**src/hw/sarr_map.svh**
```systemverilog
// constants of the sar serial readout block
`ifndef SARR_MAP_SVH
`define SARR_MAP_SVH
// ************************************************************
// clock and timing
// ************************************************************
`define SARR_CLK_MHZ 100
`define SARR_POWERUP_NS 1000
`define SARR_RELEASE_NS 40
// ************************************************************
// frame layout
// ************************************************************
`define SARR_WORD_BITS 16
`define SARR_LEAD_ZEROS 4
`define SARR_RESULT_BITS 12
`define SARR_LAST_FALL 5'h10
`define SARR_LAST_DECISION 4'hc
`define SARR_TRIAL_FIRST 12'h800
`define SARR_FIFO_DEPTH 32
`endif

```
**src/hw/sarr_pkg.sv**
```systemverilog
// shared types of the sar serial readout block
`include "sarr_map.svh"
package sarr_pkg;
  // host pins after synchronisation
  typedef struct packed {
    logic frame_sel_n;
    logic serial_clk;
  } sarr_pins_s;
  // one finished conversion
  typedef struct packed {
    logic [`SARR_RESULT_BITS-1:0] code;
  } sarr_result_s;
  // frame sequencing states
  typedef enum logic [1:0] {
    st_down,
    st_track,
    st_convert,
    st_release
  } sarr_state_e;
endpackage

```
**src/hw/sarr_readout.sv**
```systemverilog
// sar adc conversion sequencer, serial readout and result fifo

`timescale 1ns/10ps
`default_nettype none
`include "sarr_map.svh"

// ************************************************************
// result fifo
// ************************************************************
// depth must be a power of two: the wrap bit above each
// pointer tells full from empty without a separate counter
module sarr_fifo #(
  parameter int WIDTH = `SARR_RESULT_BITS,
  parameter int DEPTH = `SARR_FIFO_DEPTH
) (
  // clock and reset
  input wire logic core_clk,
  input wire logic resetn,
  // fill side
  input wire logic in_valid,
  output logic in_ready,
  input wire logic [WIDTH-1:0] in_data,
  // drain side
  output logic out_valid,
  input wire logic out_ready,
  output logic [WIDTH-1:0] out_data
);
  localparam int AW = $clog2(DEPTH);
  // storage and pointers, one wrap bit above the index
  logic [WIDTH-1:0] mem [DEPTH];
  logic [AW:0] wr_ptr;
  logic [AW:0] rd_ptr;
  // handshake decode
  wire do_push;
  wire do_pop;
  wire ptr_msb_differ;

  // full when pointers meet with wrap bits apart
  assign ptr_msb_differ = wr_ptr[AW] != rd_ptr[AW];
  assign in_ready = !(ptr_msb_differ && (wr_ptr[AW-1:0] == rd_ptr[AW-1:0]));
  assign out_valid = wr_ptr != rd_ptr;
  assign do_push = in_valid && in_ready;
  assign do_pop = out_valid && out_ready;
  assign out_data = mem[rd_ptr[AW-1:0]];

  // storage has no reset, pointers define content
  always_ff @(posedge core_clk) begin
    if (do_push) begin
      mem[wr_ptr[AW-1:0]] <= in_data;
    end
  end

  // pointer update
  always_ff @(posedge core_clk or negedge resetn) begin
    if (!resetn) begin
      wr_ptr <= '0;
      rd_ptr <= '0;
    end else begin
      if (do_push) wr_ptr <= wr_ptr + 1'b1;
      if (do_pop) rd_ptr <= rd_ptr + 1'b1;
    end
  end
endmodule // sarr_fifo

// ************************************************************
// top: sequencer, sar and serial shifter
// ************************************************************
module sarr_readout #(
  parameter int FIFO_DEPTH = `SARR_FIFO_DEPTH
) (
  // clock and reset
  input wire logic core_clk,
  input wire logic resetn,
  // host pins
  input wire logic frame_sel_n,
  input wire logic serial_clk,
  output logic serial_result_out,
  output logic serial_result_oe,
  // analog front end control
  output logic analog_powered,
  output logic track_mode,
  output logic powerup_done,
  output logic [`SARR_RESULT_BITS-1:0] sar_trial,
  input wire logic comp_high,
  // result stream to local logic
  output logic result_valid,
  input wire logic result_ready,
  output sarr_pkg::sarr_result_s result_data,
  output logic result_room
);
  // cycle counts from the core clock rate; power-up rounds up,
  // release rounds down but never below one cycle
  localparam int POWERUP_CYC = (`SARR_POWERUP_NS * `SARR_CLK_MHZ + 999) / 1000;
  localparam int RELEASE_RAW = (`SARR_RELEASE_NS * `SARR_CLK_MHZ) / 1000;
  localparam int RELEASE_CYC = (RELEASE_RAW < 1) ? 1 : RELEASE_RAW;
  localparam int TW = $clog2(POWERUP_CYC + 1);

  // pin samples: metastable, settled, one cycle older
  sarr_pkg::sarr_pins_s pins_meta;
  sarr_pkg::sarr_pins_s pins_sync;
  sarr_pkg::sarr_pins_s pins_last;
  logic comp_meta;
  logic comp_sync;
  // sequencing, timing and conversion state
  sarr_pkg::sarr_state_e state;
  sarr_pkg::sarr_state_e next_state;
  logic [TW-1:0] timer;
  logic [4:0] fall_cnt;
  logic [3:0] rise_cnt;
  logic [`SARR_RESULT_BITS-1:0] sar_mask;
  // one-cycle push strobe into the fifo
  logic push_pulse;

  // ************************************************************
  // pin synchronisers and edge detect
  // ************************************************************
  // two flops before any logic sees a pin
  always_ff @(posedge core_clk or negedge resetn) begin
    if (!resetn) begin
      pins_meta <= '1;
      pins_sync <= '1;
      pins_last <= '1;
      comp_meta <= 1'b0;
      comp_sync <= 1'b0;
    end else begin
      pins_meta <= {frame_sel_n, serial_clk};
      pins_sync <= pins_meta;
      pins_last <= pins_sync;
      // comparator crosses in from the analog side as well
      comp_meta <= comp_high;
      comp_sync <= comp_meta;
    end
  end

  // edges one flop after the synchroniser; a pin must hold each
  // level for a few core cycles or an edge is lost
  wire sel_fall = pins_last.frame_sel_n && !pins_sync.frame_sel_n;
  wire sel_rise = !pins_last.frame_sel_n && pins_sync.frame_sel_n;
  wire sclk_fall = pins_last.serial_clk && !pins_sync.serial_clk;
  wire sclk_rise = !pins_last.serial_clk && pins_sync.serial_clk;

  // ************************************************************
  // sequencing decode
  // ************************************************************
  // the comparator is trusted for twelve rises only; later
  // rises of the sixteen-clock frame are idle
  wire in_convert = state == sarr_pkg::st_convert;
  wire step_fall = in_convert && sclk_fall;
  wire step_rise = in_convert && sclk_rise && (rise_cnt != `SARR_LAST_DECISION);
  wire [4:0] fall_next = fall_cnt + 5'h01;
  wire frame_done = step_fall && (fall_next == `SARR_LAST_FALL);
  wire release_done = (state == sarr_pkg::st_release) && (timer == TW'(RELEASE_CYC - 1));
  // word layout and the bit that the next fall presents
  wire [`SARR_WORD_BITS-1:0] out_word = {`SARR_LEAD_ZEROS'h0, sar_trial};
  wire [3:0] next_bit_index = 4'(`SARR_WORD_BITS - 1) - fall_next[3:0];
  wire [`SARR_RESULT_BITS-1:0] kept_code = comp_sync ? sar_trial : (sar_trial & ~sar_mask);

  // state transitions; a select fall always restarts tracking
  always_comb begin
    next_state = state;
    case (state)
      sarr_pkg::st_down: begin
        if (sel_fall) next_state = sarr_pkg::st_track;
      end
      sarr_pkg::st_track: begin
        if (sel_rise) next_state = sarr_pkg::st_convert;
      end
      sarr_pkg::st_convert: begin
        if (sel_fall) next_state = sarr_pkg::st_track;
        else if (frame_done) next_state = sarr_pkg::st_release;
      end
      sarr_pkg::st_release: begin
        if (sel_fall) next_state = sarr_pkg::st_track;
        else if (release_done) next_state = sarr_pkg::st_down;
      end
      // an unused code recovers to power-down
      default: next_state = sarr_pkg::st_down;
    endcase
  end

  // state register
  always_ff @(posedge core_clk or negedge resetn) begin
    if (!resetn) state <= sarr_pkg::st_down;
    else state <= next_state;
  end

  // ************************************************************
  // power-up and release timer
  // ************************************************************
  // shared counter: power-up in track, output hold in release
  // a select rise before power-up ends still converts; the flag
  // lets local logic tell such a sample from a settled one
  always_ff @(posedge core_clk or negedge resetn) begin
    if (!resetn) begin
      timer <= '0;
      powerup_done <= 1'b0;
    end else if (next_state != state) begin
      timer <= '0;
      if (next_state == sarr_pkg::st_track) powerup_done <= 1'b0;
    end else if (state == sarr_pkg::st_track && !powerup_done) begin
      timer <= timer + 1'b1;
      if (timer == TW'(POWERUP_CYC - 1)) powerup_done <= 1'b1;
    end else if (state == sarr_pkg::st_release) begin
      timer <= timer + 1'b1;
    end
  end

  // ************************************************************
  // successive approximation
  // ************************************************************
  // one decision per rising edge, msb first, twelve in all
  // a bit keeps its trial value only if the input reached it
  always_ff @(posedge core_clk or negedge resetn) begin
    if (!resetn) begin
      sar_trial <= `SARR_TRIAL_FIRST;
      sar_mask <= `SARR_TRIAL_FIRST;
      rise_cnt <= '0;
    end else if (sel_rise && state == sarr_pkg::st_track) begin
      // every frame starts again from mid-scale
      sar_trial <= `SARR_TRIAL_FIRST;
      sar_mask <= `SARR_TRIAL_FIRST;
      rise_cnt <= '0;
    end else if (step_rise) begin
      sar_trial <= kept_code | (sar_mask >> 1);
      sar_mask <= sar_mask >> 1;
      rise_cnt <= rise_cnt + 4'h1;
    end
  end

  // ************************************************************
  // serial shifter and output driver
  // ************************************************************
  // data changes only on falls; driven only inside the frame
  // the sixteenth fall keeps the lsb on the pin until release
  always_ff @(posedge core_clk or negedge resetn) begin
    if (!resetn) begin
      serial_result_out <= 1'b0;
      serial_result_oe <= 1'b0;
      fall_cnt <= '0;
    end else if (next_state == sarr_pkg::st_convert && state == sarr_pkg::st_track) begin
      // leading zero straight from the select rise
      serial_result_out <= 1'b0;
      serial_result_oe <= 1'b1;
      fall_cnt <= '0;
    end else if (next_state == sarr_pkg::st_down || next_state == sarr_pkg::st_track) begin
      // abort or end of release hold: line released at once
      serial_result_out <= 1'b0;
      serial_result_oe <= 1'b0;
      fall_cnt <= '0;
    end else if (step_fall) begin
      fall_cnt <= fall_next;
      if (!frame_done) serial_result_out <= out_word[next_bit_index];
    end
  end

  // ************************************************************
  // analog control and result hand-off
  // ************************************************************
  // power and track follow the state directly, so they move
  // in the same cycle as the sequencer
  assign analog_powered = state != sarr_pkg::st_down;
  assign track_mode = state == sarr_pkg::st_track;

  // one push per completed frame; a full fifo drops the word,
  // because the host clock cannot be stalled
  always_ff @(posedge core_clk or negedge resetn) begin
    if (!resetn) push_pulse <= 1'b0;
    else push_pulse <= frame_done;
  end

  // results wait here until local logic takes them
  sarr_fifo #(
    .WIDTH(`SARR_RESULT_BITS),
    .DEPTH(FIFO_DEPTH)
  ) u_fifo (
    .core_clk(core_clk),
    .resetn(resetn),
    .in_valid(push_pulse),
    .in_ready(result_room),
    .in_data(sar_trial),
    .out_valid(result_valid),
    .out_ready(result_ready),
    .out_data(result_data.code)
  );
endmodule // sarr_readout

`default_nettype wire

```
**config.mk**
```make
export PLATFORM = sky130hd
export DESIGN_NAME = sarr_readout
export DESIGN_NICKNAME = d
export VERILOG_FILES = /design/src/hw/sarr_pkg.sv /design/src/hw/sarr_readout.sv
export VERILOG_INCLUDE_DIRS = /design/src /design/src/hw
export SDC_FILE = /design/constraint.sdc
export NUM_CORES = 1
export LEC_CHECK = 0
export ABC_AREA = 1
export BUFFER_PORTS_ARGS = -buffer_cell sky130_fd_sc_hd__buf_2
export CORE_MARGIN = 3
export CORE_UTILIZATION = 45
export DETAILED_ROUTE_END_ITERATION = 10
export GPL_TIMING_DRIVEN = 0
export RECOVER_POWER = 100
export SLEW_MARGIN = 20
export SYNTH_ARGS = -nofsm -noshare
export SYNTH_HDL_FRONTEND = slang
export SYNTH_SLANG_ARGS = --single-unit
export TNS_END_PERCENT = 10
```
**constraint.sdc**
```tcl
create_clock -name core_clk -period 3.2 [get_ports core_clk]
set_input_delay 0.64 -clock core_clk [delete_from_list [all_inputs] [get_ports core_clk]]
set_output_delay 0.64 -clock core_clk [all_outputs]
set_load 0.01 [all_outputs]
```
== Yosys cells after proc, flatten, opt, wreduce, memory -nomap -nowiden ==
Memories as Yosys holds them, arrays and structs flattened.
Index checks and enable logic that the tools add are counted.

* Output and inout bits: 31
* Memories: 1
* RAM bits: 384
* Word-level logic and storage cells: 113
* ROM bits: 0
* Bits in latches: 0
* Flip-flop bits (word level): 66

{| class="wikitable"
|+ Memory list
! memory !! depth !! width !! rd ports !! clocked after memory_dff !! write ports !! RTL line !! text
|-
| u_fifo.mem || 32 || 12 || 1 || 0 || 1 || sarr_readout.sv:30 || <nowiki>logic [WIDTH-1:0] mem [DEPTH];</nowiki>
|}

* Bitwise logic cells: 3
* Add/subtract/negate cells: 6
* Multiplexer cells: 34
* Divide/modulo/power cells: 0
* $mul: 0
* Shifts and indexed selects: 0
* Order comparisons: 1
* Equal/unequal tests: 15
* Reductions and logical operators: 33

{| class="wikitable"
|+ Operators by type and width
! cell !! count
|-
| $mux W12 || 5
|-
| $mux W7 || 3
|-
| $logic_and A1 B1 Y1 || 15
|-
| $mux W5 || 3
|-
| $mux W1 || 13
|-
| $add A6 B1 Y6 const B || 2
|-
| $and A12 B12 Y12 || 1
|-
| $mux W2 || 6
|-
| $not A12 Y12 || 1
|-
| $or A12 B11 Y12 || 1
|-
| $reduce_bool A2 Y1 || 5
|-
| $mux W4 || 2
|-
| $pmux W2 S4 || 1
|-
| $add A7 B1 Y7 const B || 1
|-
| $eq A7 B2 Y1 const B || 1
|-
| $eq A7 B7 Y1 const B || 1
|-
| $eq A2 B2 Y1 const B || 3
|-
| $logic_not A1 Y1 || 6
|-
| $ne A6 B6 Y1 || 1
|-
| $reduce_bool A3 Y1 || 2
|-
| $add A5 B1 Y5 const B || 1
|-
| $eq A5 B5 Y1 || 1
|-
| $eq A5 B5 Y1 const B || 1
|-
| $lt A4 B5 Y1 const B || 1
|-
| 13 further kinds || 15
|}

== Depth between registers and ports, before layout ==
Gate-level depths: netlist of run 1.

* Depth after elaboration: 11
* Gate-level depth with buffers: 12

== By module ==
Synthesis of run 1 repeated with hierarchy kept, for this count alone.

* Cell total of the unflattened synthesis: 1,742
* Area, all modules: 19,050.8 um^2

{| class="wikitable"
|+ By module, submodules not included
! module !! cells each !! area each (um^2) !! instances !! seq. area each (um^2)
|-
| sarr_fifo || 1,474 || 16,528.4 || 1 || 11,831.3
|-
| sarr_readout || 268 || 2,522.4 || 1 || 1,361.3
|}

== Worst setup path before layout of run 1 ==
No wires, ideal clock.

* Path type: register -> register
* From: register u_fifo.wr_ptr[2]
* To: memory u_fifo.mem[15][0] (netlist bit) (enable)
* Slack: 0.744 ns
* Cell stages (with the launch flop): 10
* Arrival: 2.059 ns
* Clock period less this slack: 2.456 ns
* Buffers on the path: 2
* Cell sequence: dfrtp_1 buf_4 inv_1 nand2_1 o2111ai_1 nor3_2 nand2_2 nand2_2 buf_6 nor3_1

* Word-level cells in the longest chain between the ends: 6

{| class="wikitable"
|+ RTL lines
! what !! RTL line !! text
|-
| start: declaration || sarr_readout.sv:31 || <nowiki>logic [AW:0] wr_ptr;</nowiki>
|-
| start signal: assignment || sarr_readout.sv:59 || <nowiki>if (do_push) wr_ptr <= wr_ptr + 1'b1;</nowiki>
|-
| $eq A5 B5 Y1 || sarr_readout.sv:40 || <nowiki>assign in_ready = !(ptr_msb_differ && (wr_ptr[AW-1:0] == rd_ptr[AW-1:0]));</nowiki>
|-
| $logic_and A1 B1 Y1 || sarr_readout.sv:40 ||
|-
| $logic_not A1 Y1 || sarr_readout.sv:40 ||
|-
| named net result_room || sarr_readout.sv:89 || <nowiki>output logic result_room</nowiki>
|-
| $logic_and A1 B1 Y1 || sarr_readout.sv:42 || <nowiki>assign do_push = in_valid && in_ready;</nowiki>
|-
| $mux W1 || sarr_readout.sv:48 || <nowiki>if (do_push) begin</nowiki>
|-
| $mux W1 (not written as such) || sarr_readout.sv:49 || <nowiki>mem[wr_ptr[AW-1:0]] <= in_data;</nowiki>
|-
| end: declaration || sarr_readout.sv:30 ||
|}

The timed path passes the listed nets, and every way through them passes these cells.

==> metrics, run 1 <==
outcome finished with violations; violated checks capacitance limit, slew limit, setup timing; Pre-Repair DR Iteration Count 5; pwr dens 569.5 nW/um^2; endpoints failing hold 0; ys async rst share 0.1467; Post-Synthesis Cell Area 18480 um^2; NetSw 2.765 mW; CTS tree built; Worst Path Class, Setup flop to output port; Core Rows 73; most used cell, CP nor2_1; Placed Area 19490 um^2; crit end category output port; Syn Area/Cell 11.89 um^2; Clock transition at path regs 60 ps; initial antenna violation count 0; initial core utilization 0.4599; slew margin rel. -0.09911; largest net degree at the start of global routing 46; core area 40190 um^2; worst-path cell chain buf_12 -> buf_16 -> nor2_1 -> nor2_1 -> o21ai_0 -> o21ai_1 -> o211ai_1 -> nand4_1 -> nand2_1 -> inv_1 -> buf_2; CP required 2560 ps; CP max FO 8; top cells by count, synth edfxtp_1 (384), nor2_1 (282), o21ai_0 (210); root buffer cell clkbuf_16; setup_tns -525.5 ps; RSZ-0062 raised after global routing true; PortBufs 36; final core occ 0.5469; Worst Hold Class input pin to flop; Detail Route Antenna Nets 0; Die Ht 208.7 um; slowest stage cell, crit path dfrtp_2; Max Clk Rate 304.1 MHz; GPL Wtd Cong 0.9441; critical path arrival 2650 ps; nets@finish 1673; Synth area leaders edfxtp_1 (62%), dfrtp_1 (7.9%), nor2_1 (5.7%); Seq/Total Area, Yosys 0.7138; Tcrit/Tclk final 1.028; Yosys top cell by area edfxtp_1; Pint 9.753 mW; TritonCTS buffer count 46; non-filler cells, final 2220; DR vias 13020; Area Growth Syn to Fin 18.93%; final setup violation count 11; Peak VDD IR 0.4655 mV; max incr delay on CP 500 ps; Post-synth EDFFs 384; Residual DRC 0; post-route cell area 21980 um^2; prevailing post-synth register cell edfxtp_1; Routed WL 53.44 mm; drt via density 5.865; Yosys warnings 0; Die Wd 208.7 um; Net Sw Frac 0.2209; Post-Syn Instances 1554; share of cells above drive strength 1 0.1929; vias in the first global route 12450; Comb pwr share 0.034; IO Pins 37; Yosys reg bits 450; Post-Syn Nets 1570; maximum root-to-sink buffer count 3; PnR worst setup slack -88.83 ps; clk_skew 34.40 ps; max_cap viols 5; number of distinct library cells after synthesis 37; H-tree depth 2; DR iter-0 viols 1449; most frequent cell after synthesis edfxtp_1; Synth top area share 0.6239; grt total ovfl 0; Final Slew Violations 179; global-route wire length before repair 79.10 mm; Leakage Power 7.929 nW; GRT Total Usage 0.2414; worst skew pair latency 590 ps; Placed Cells 2120; hpwl dp 33.59 mm; Critical Path Start Type flop; CTS sink count 450; Worst Max-Slew Pin Slew 1649 ps; n_diodes 0; clock power share 0.427; minimum clock period 3289 ps; Routed WL per cell 24.07 um; Reg power frac 0.539; Die ar. 43540 um^2
==> cells by family after synthesis <==
family	Yosys count	share of synthesized area
XOR/XNOR	17	0.008056
flip-flops	450	0.7138
AND/OR/NAND/NOR	554	0.1231
AO/OA/AOI/OAI	362	0.1120
adder cells (fa/ha/maj)	10	0.006770
buffers and inverters	161	0.03629
==> final timing paths <==
path / startpoint / endpoint / slack [ps] / cells after the start
min reg2reg: comp_meta / comp_sync / 350 / 0
max reg2reg: u_fifo.rd_ptr[0] / u_fifo.mem[23][9] / 180 / 10
max: u_fifo.rd_ptr[0] / result_data[2] / -90 / 11
min in group asynchronous: resetn / u_fifo.rd_ptr[3] / 880 / 2
max in group asynchronous: resetn / sar_trial[7] / 580 / 3
min: serial_clk / pins_meta[0] / 180 / 1
==> repair_timing <==
action,in CTS,in global routing
endpoints found under the hold margin,21,0
endpoints found under the setup margin,12,12
gates cloned,4,3
hold buffers,1,0
pin swaps,26,62
buffers inserted,5,3
gates resized for setup,157,132
==> cell usage in the layout (no fill, tap or decap), drive strengths merged, types with 42 or more instances in the layout <==
master    n
edfxtp  384
nor2    283
o21ai   218
nand2   174
clkbuf  111
buf     103
o22ai    66
inv      65
dfrtp    58
nand3    42
==> registers in the layout (all words and copies together), names as in the netlist, 2 cells and up <==
register       count
state              2
u_fifo.wr_ptr      6
pins_last          2
rise_cnt           4
fall_cnt           5
pins_meta          2
sar_trial         12
timer              7
sar_mask          12
pins_sync          2
u_fifo.rd_ptr      6
u_fifo.mem       384
==> critical path: cells and delay by family, from the launching register on <==
family | cells | cell delay, ps
flip-flops | 1 | 500
buffers and inverters | 4 | 510
AND/OR/NAND/NOR | 4 | 410
AO/OA/AOI/OAI | 3 | 630
==> stage by stage <==
stage | hold slack, ps | power (mW) | worst slack (ps)
after CTS | 153.8 | 12.57 | -55.01
after global routing | 146.7 | 12.88 | -120.9
after global placement | 334.9 | 7.280 | -554.7
after detailed placement | 334.7 | 7.302 | -295.5
after floorplan | 331.2 | 7.050 | 744.5
final | 175.7 | 12.52 | -88.83
==> metal layers <==
metal | up-vias | part of all wire | global-route usage
met5 | - | 0 | 0
met4 | 0 | 0.041 | 0.09145
met3 | 116 | 0.083 | 0.04159
met2 | 611 | 0.46 | 0.3803
met1 | 6462 | 0.42 | 0.3395
li1 | 5832 | - | -
==> layout make-up <==
type,instances,area [um^2]
fill,3360,18210
sequential,450,13200
multi-input combinational,943,5111
clock buffer,66,1308
buffer,93,710.7
tap,525,656.9
timing repair buffer,57,548.0
inverter,66,250.2
clock inverter,20,200.2
==> power by group through the flow <==
stage | clock (mW) | combinational, mW | sequential (mW)
3_3_place_gp | 0 | 0.425 | 6.86
5_1_grt | 5.62 | 0.497 | 6.76
6_report | 5.34 | 0.430 | 6.75
4_1_cts | 5.38 | 0.441 | 6.75
3_5_place_dp | 0 | 0.438 | 6.86
2_1_floorplan | 0 | 0.293 | 6.76
(Power assumes the default switching activity.)
==> run 2, diff against run 1 <==
==> constraint.sdc (replaced) <==
create_clock -name core_clk -period 3.2 [get_ports core_clk]
set_input_delay 0.32 -clock core_clk [delete_from_list [all_inputs] [get_ports core_clk]]
set_output_delay 0.32 -clock core_clk [all_outputs]
set_load 0.01 [all_outputs]
==> metrics, run 2 (synthesized netlist as in run 1, its figures left out) <==
violated checks capacitance limit, slew limit (was capacitance limit, slew limit, setup timing); RSZ-0062 raised after global routing true (unchanged); crit end category output port (unchanged); non-filler cells, final 2210 (was 2220); Final Slew Violations 203 (was 179); Setup WS pre-CTS 24.47 ps (was -295.5 ps); n_diodes 0 (unchanged); Leakage Power 7.538 nW (was 7.929 nW); CP max FO 10 (was 8); max_cap viols 6 (was 5); Max Clk Rate 318.9 MHz (was 304.1 MHz); CTS sink count 450 (unchanged); largest net degree at the start of global routing 46 (unchanged); Clock transition at path regs 60 ps (about the same); initial core utilization 0.4599 (unchanged); WHS Endpoint u_fifo.rd_ptr[1] (was pins_meta[0]); core area 40190 um^2 (unchanged); endpoints failing hold 0 (unchanged); final setup violation count 0 (was 11); setup repair bufs after CTS 0 (was 5); Buffers & Inverters on Critical Path 4 (unchanged); Worst Path Class, Setup flop to output port (unchanged); Placed Area 19490 um^2 (unchanged); Routed WL per cell 23.67 um (was 24.07 um); capturing point of the worst reg2reg path u_fifo.mem[23][9] (unchanged); Die Wd 208.7 um (unchanged); GPL Wtd Cong 0.9441 (unchanged); hpwl dp 33.59 mm (unchanged); critical path arrival 2820 ps (was 2650 ps); max reg flops 384 (unchanged); CTS tree built (unchanged); DR vias 12910 (was 13020); share of cells above drive strength 1 0.1217 (was 0.1929); Reg2Reg Setup Slack 120 ps (was 180 ps); worst-path cell chain inv_2 -> buf_1 -> o21ai_0 -> o21ai_1 -> o211ai_1 -> nand4_1 -> nand2_1 -> inv_1 -> buf_2 (was buf_12 -> buf_16 -> nor2_1 -> nor2_1 -> o21ai_0 -> o21ai_1 -> o211ai_1 -> nand4_1 -> nand2_1 -> inv_1 -> buf_2); grt total ovfl 0 (unchanged); Area Growth Syn to Fin 13.99% (was 18.93%); Tcrit/Tclk final 0.9800 (was 1.028); worst skew pair latency 580 ps (was 590 ps); post-route cell area 21070 um^2 (was 21980 um^2); outcome finished with violations (unchanged); Routed WL 52.31 mm (was 53.44 mm); critical path depth 9 (was 11); initial antenna violation count 0 (unchanged); DR iter-0 viols 1430 (was 1449); IO Pins 37 (unchanged); max incr delay on CP 460 ps (was 500 ps); nets@finish 1663 (was 1673); TritonCTS buffer count 46 (unchanged); GRT Total Usage 0.2372 (was 0.2414); pwr dens 593.4 nW/um^2 (was 569.5 nW/um^2); CP required 2880 ps (was 2560 ps); Worst Hold Class input pin to flop (unchanged); Peak VDD IR 0.4596 mV (was 0.4655 mV); Worst Max-Slew Pin Slew 1607 ps (was 1649 ps); clk_skew 33.70 ps (was 34.40 ps); Die Ht 208.7 um (unchanged); layout filler cell count 3473 (was 3360); most frequent cells in the layout edfxtp_1 (384), nor2_1 (254), o21ai_0 (204) (was edfxtp_1 (384), nor2_1 (224), nand2_1 (170)); root buffer cell clkbuf_16 (unchanged); Residual DRC 0 (unchanged); slew margin rel. -0.07144 (was -0.09911); Core Rows 73 (unchanged); H-tree depth 2 (unchanged); global-route wire length before repair 77.79 mm (was 79.10 mm); PortBufs 36 (unchanged); maximum root-to-sink buffer count 3 (unchanged); drt via density 5.841 (was 5.865); slowest stage cell, crit path buf_1 (was dfrtp_2); vias in the first global route 12270 (was 12450); minimum clock period 3136 ps (was 3289 ps); Pre-Repair DR Iteration Count 6 (was 5); Critical Path Start Type flop (unchanged); most common cell after layout, fill and taps aside edfxtp_1 (unchanged); Worst Min Path Start result_ready (was serial_clk); Reg-to-Reg Start u_fifo.rd_ptr[2] (was u_fifo.rd_ptr[0]); Detail Route Antenna Nets 0 (unchanged); worst reg2reg path depth 9 (was 10); Top delay family on crit path buffers and inverters (was compound AO/OA/AOI/OAI gates); WHS Path Cells 3 (was 1); Die ar. 43540 um^2 (unchanged); PnR worst setup slack 63.95 ps (was -88.83 ps); Placed Cells 2120 (unchanged)
run 2: changes by cell type in the layout (fill, tap and decap cells not counted), moves of 12 or more:
cell | previous run | this run
o21ai_1 | 34 | 11
nor2_2 | 45 | 29
o21ai_2 | 15 | 3
nor2_1 | 224 | 254
clkbuf_1 | 30 | 61
buf_2 | 51 | 35
nor2_4 | 14 | 0
o21ai_0 | 166 | 204
buf_12 | 12 | 0
run 2: final cells by class:
class / instances / area, um^2 / area share
Buffer: 95 / 491.7 / 0.02334
Clock buffer: 66 / 1308 / 0.06206
Clock inverter: 20 / 200.2 / 0.009502
Inverter: 66 / 247.7 / 0.01176
Multi-Input combinational cell: 943 / 4751 / 0.2255
Sequential cell: 450 / 13190 / 0.6263
Tap cell: 525 / 656.9 / 0.03118
Timing Repair Buffer: 45 / 219.0 / 0.01039
run 2: what timing repair did:
action,CTS,global route
setup endpoints to repair,12,12
hold buffers,4,0
gates resized for setup,36,47
pin swaps,0,7
endpoints found under the hold margin,34,0
run 2: routing by layer:
| metal | track usage | routed length [um] |
|---|---|---|
| met2 | 0.3621 | 23540 |
| met4 | 0.09423 | 2086 |
| met5 | 0 | 0 |
| met3 | 0.04834 | 4641 |
| met1 | 0.3371 | 22050 |
run 2: stage by stage:
stage	hold WS (ps)	power [mW]	TNS, ps	util
2_1_floorplan	24.41	7.050	0	-
3_3_place_gp	334.9	7.280	-10640	0.4807
3_5_place_dp	252.2	7.302	0	0.4851
4_1_cts	43.93	12.57	0	0.5256
5_1_grt	73.17	12.88	-34.90	0.5242
6_report	64.32	12.50	0	0.5242
run 2: worst register-to-register path, cell delays in order, from the launching register on:
cell	delay [ps]
dfrtp_1	490
inv_1	270
nand2_1	80
o2111ai_1	90
nor3_1	90
nand2_1	250
nand2_1	160
clkbuf_1	270
buf_6	230
nor2_2	770
run 2: report_power, final:
part / total [mW] / switching (mW) / leakage, nW / internal (mW)
sequential: 6.75 / 0.229 / 4.53 / 6.52
clock: 5.32 / 2.23 / 0.742 / 3.10
combinational: 0.425 / 0.298 / 2.26 / 0.127
total: 12.5 / 2.75 / 7.54 / 9.75
run 2: how the worst max path moves through the flow:
stage / startpoint / to / slack, ps
after floorplan: u_fifo.wr_ptr[2] / u_fifo.mem[15][0] / 740
after global placement: u_fifo.rd_ptr[3] / u_fifo.mem[15][0] / -550
after detailed placement: u_fifo.rd_ptr[1] / result_data[4] / 20
after CTS: u_fifo.rd_ptr[1] / result_data[4] / 10
after global routing: u_fifo.rd_ptr[0] / result_data[10] / -10
final: u_fifo.rd_ptr[0] / result_data[8] / 60
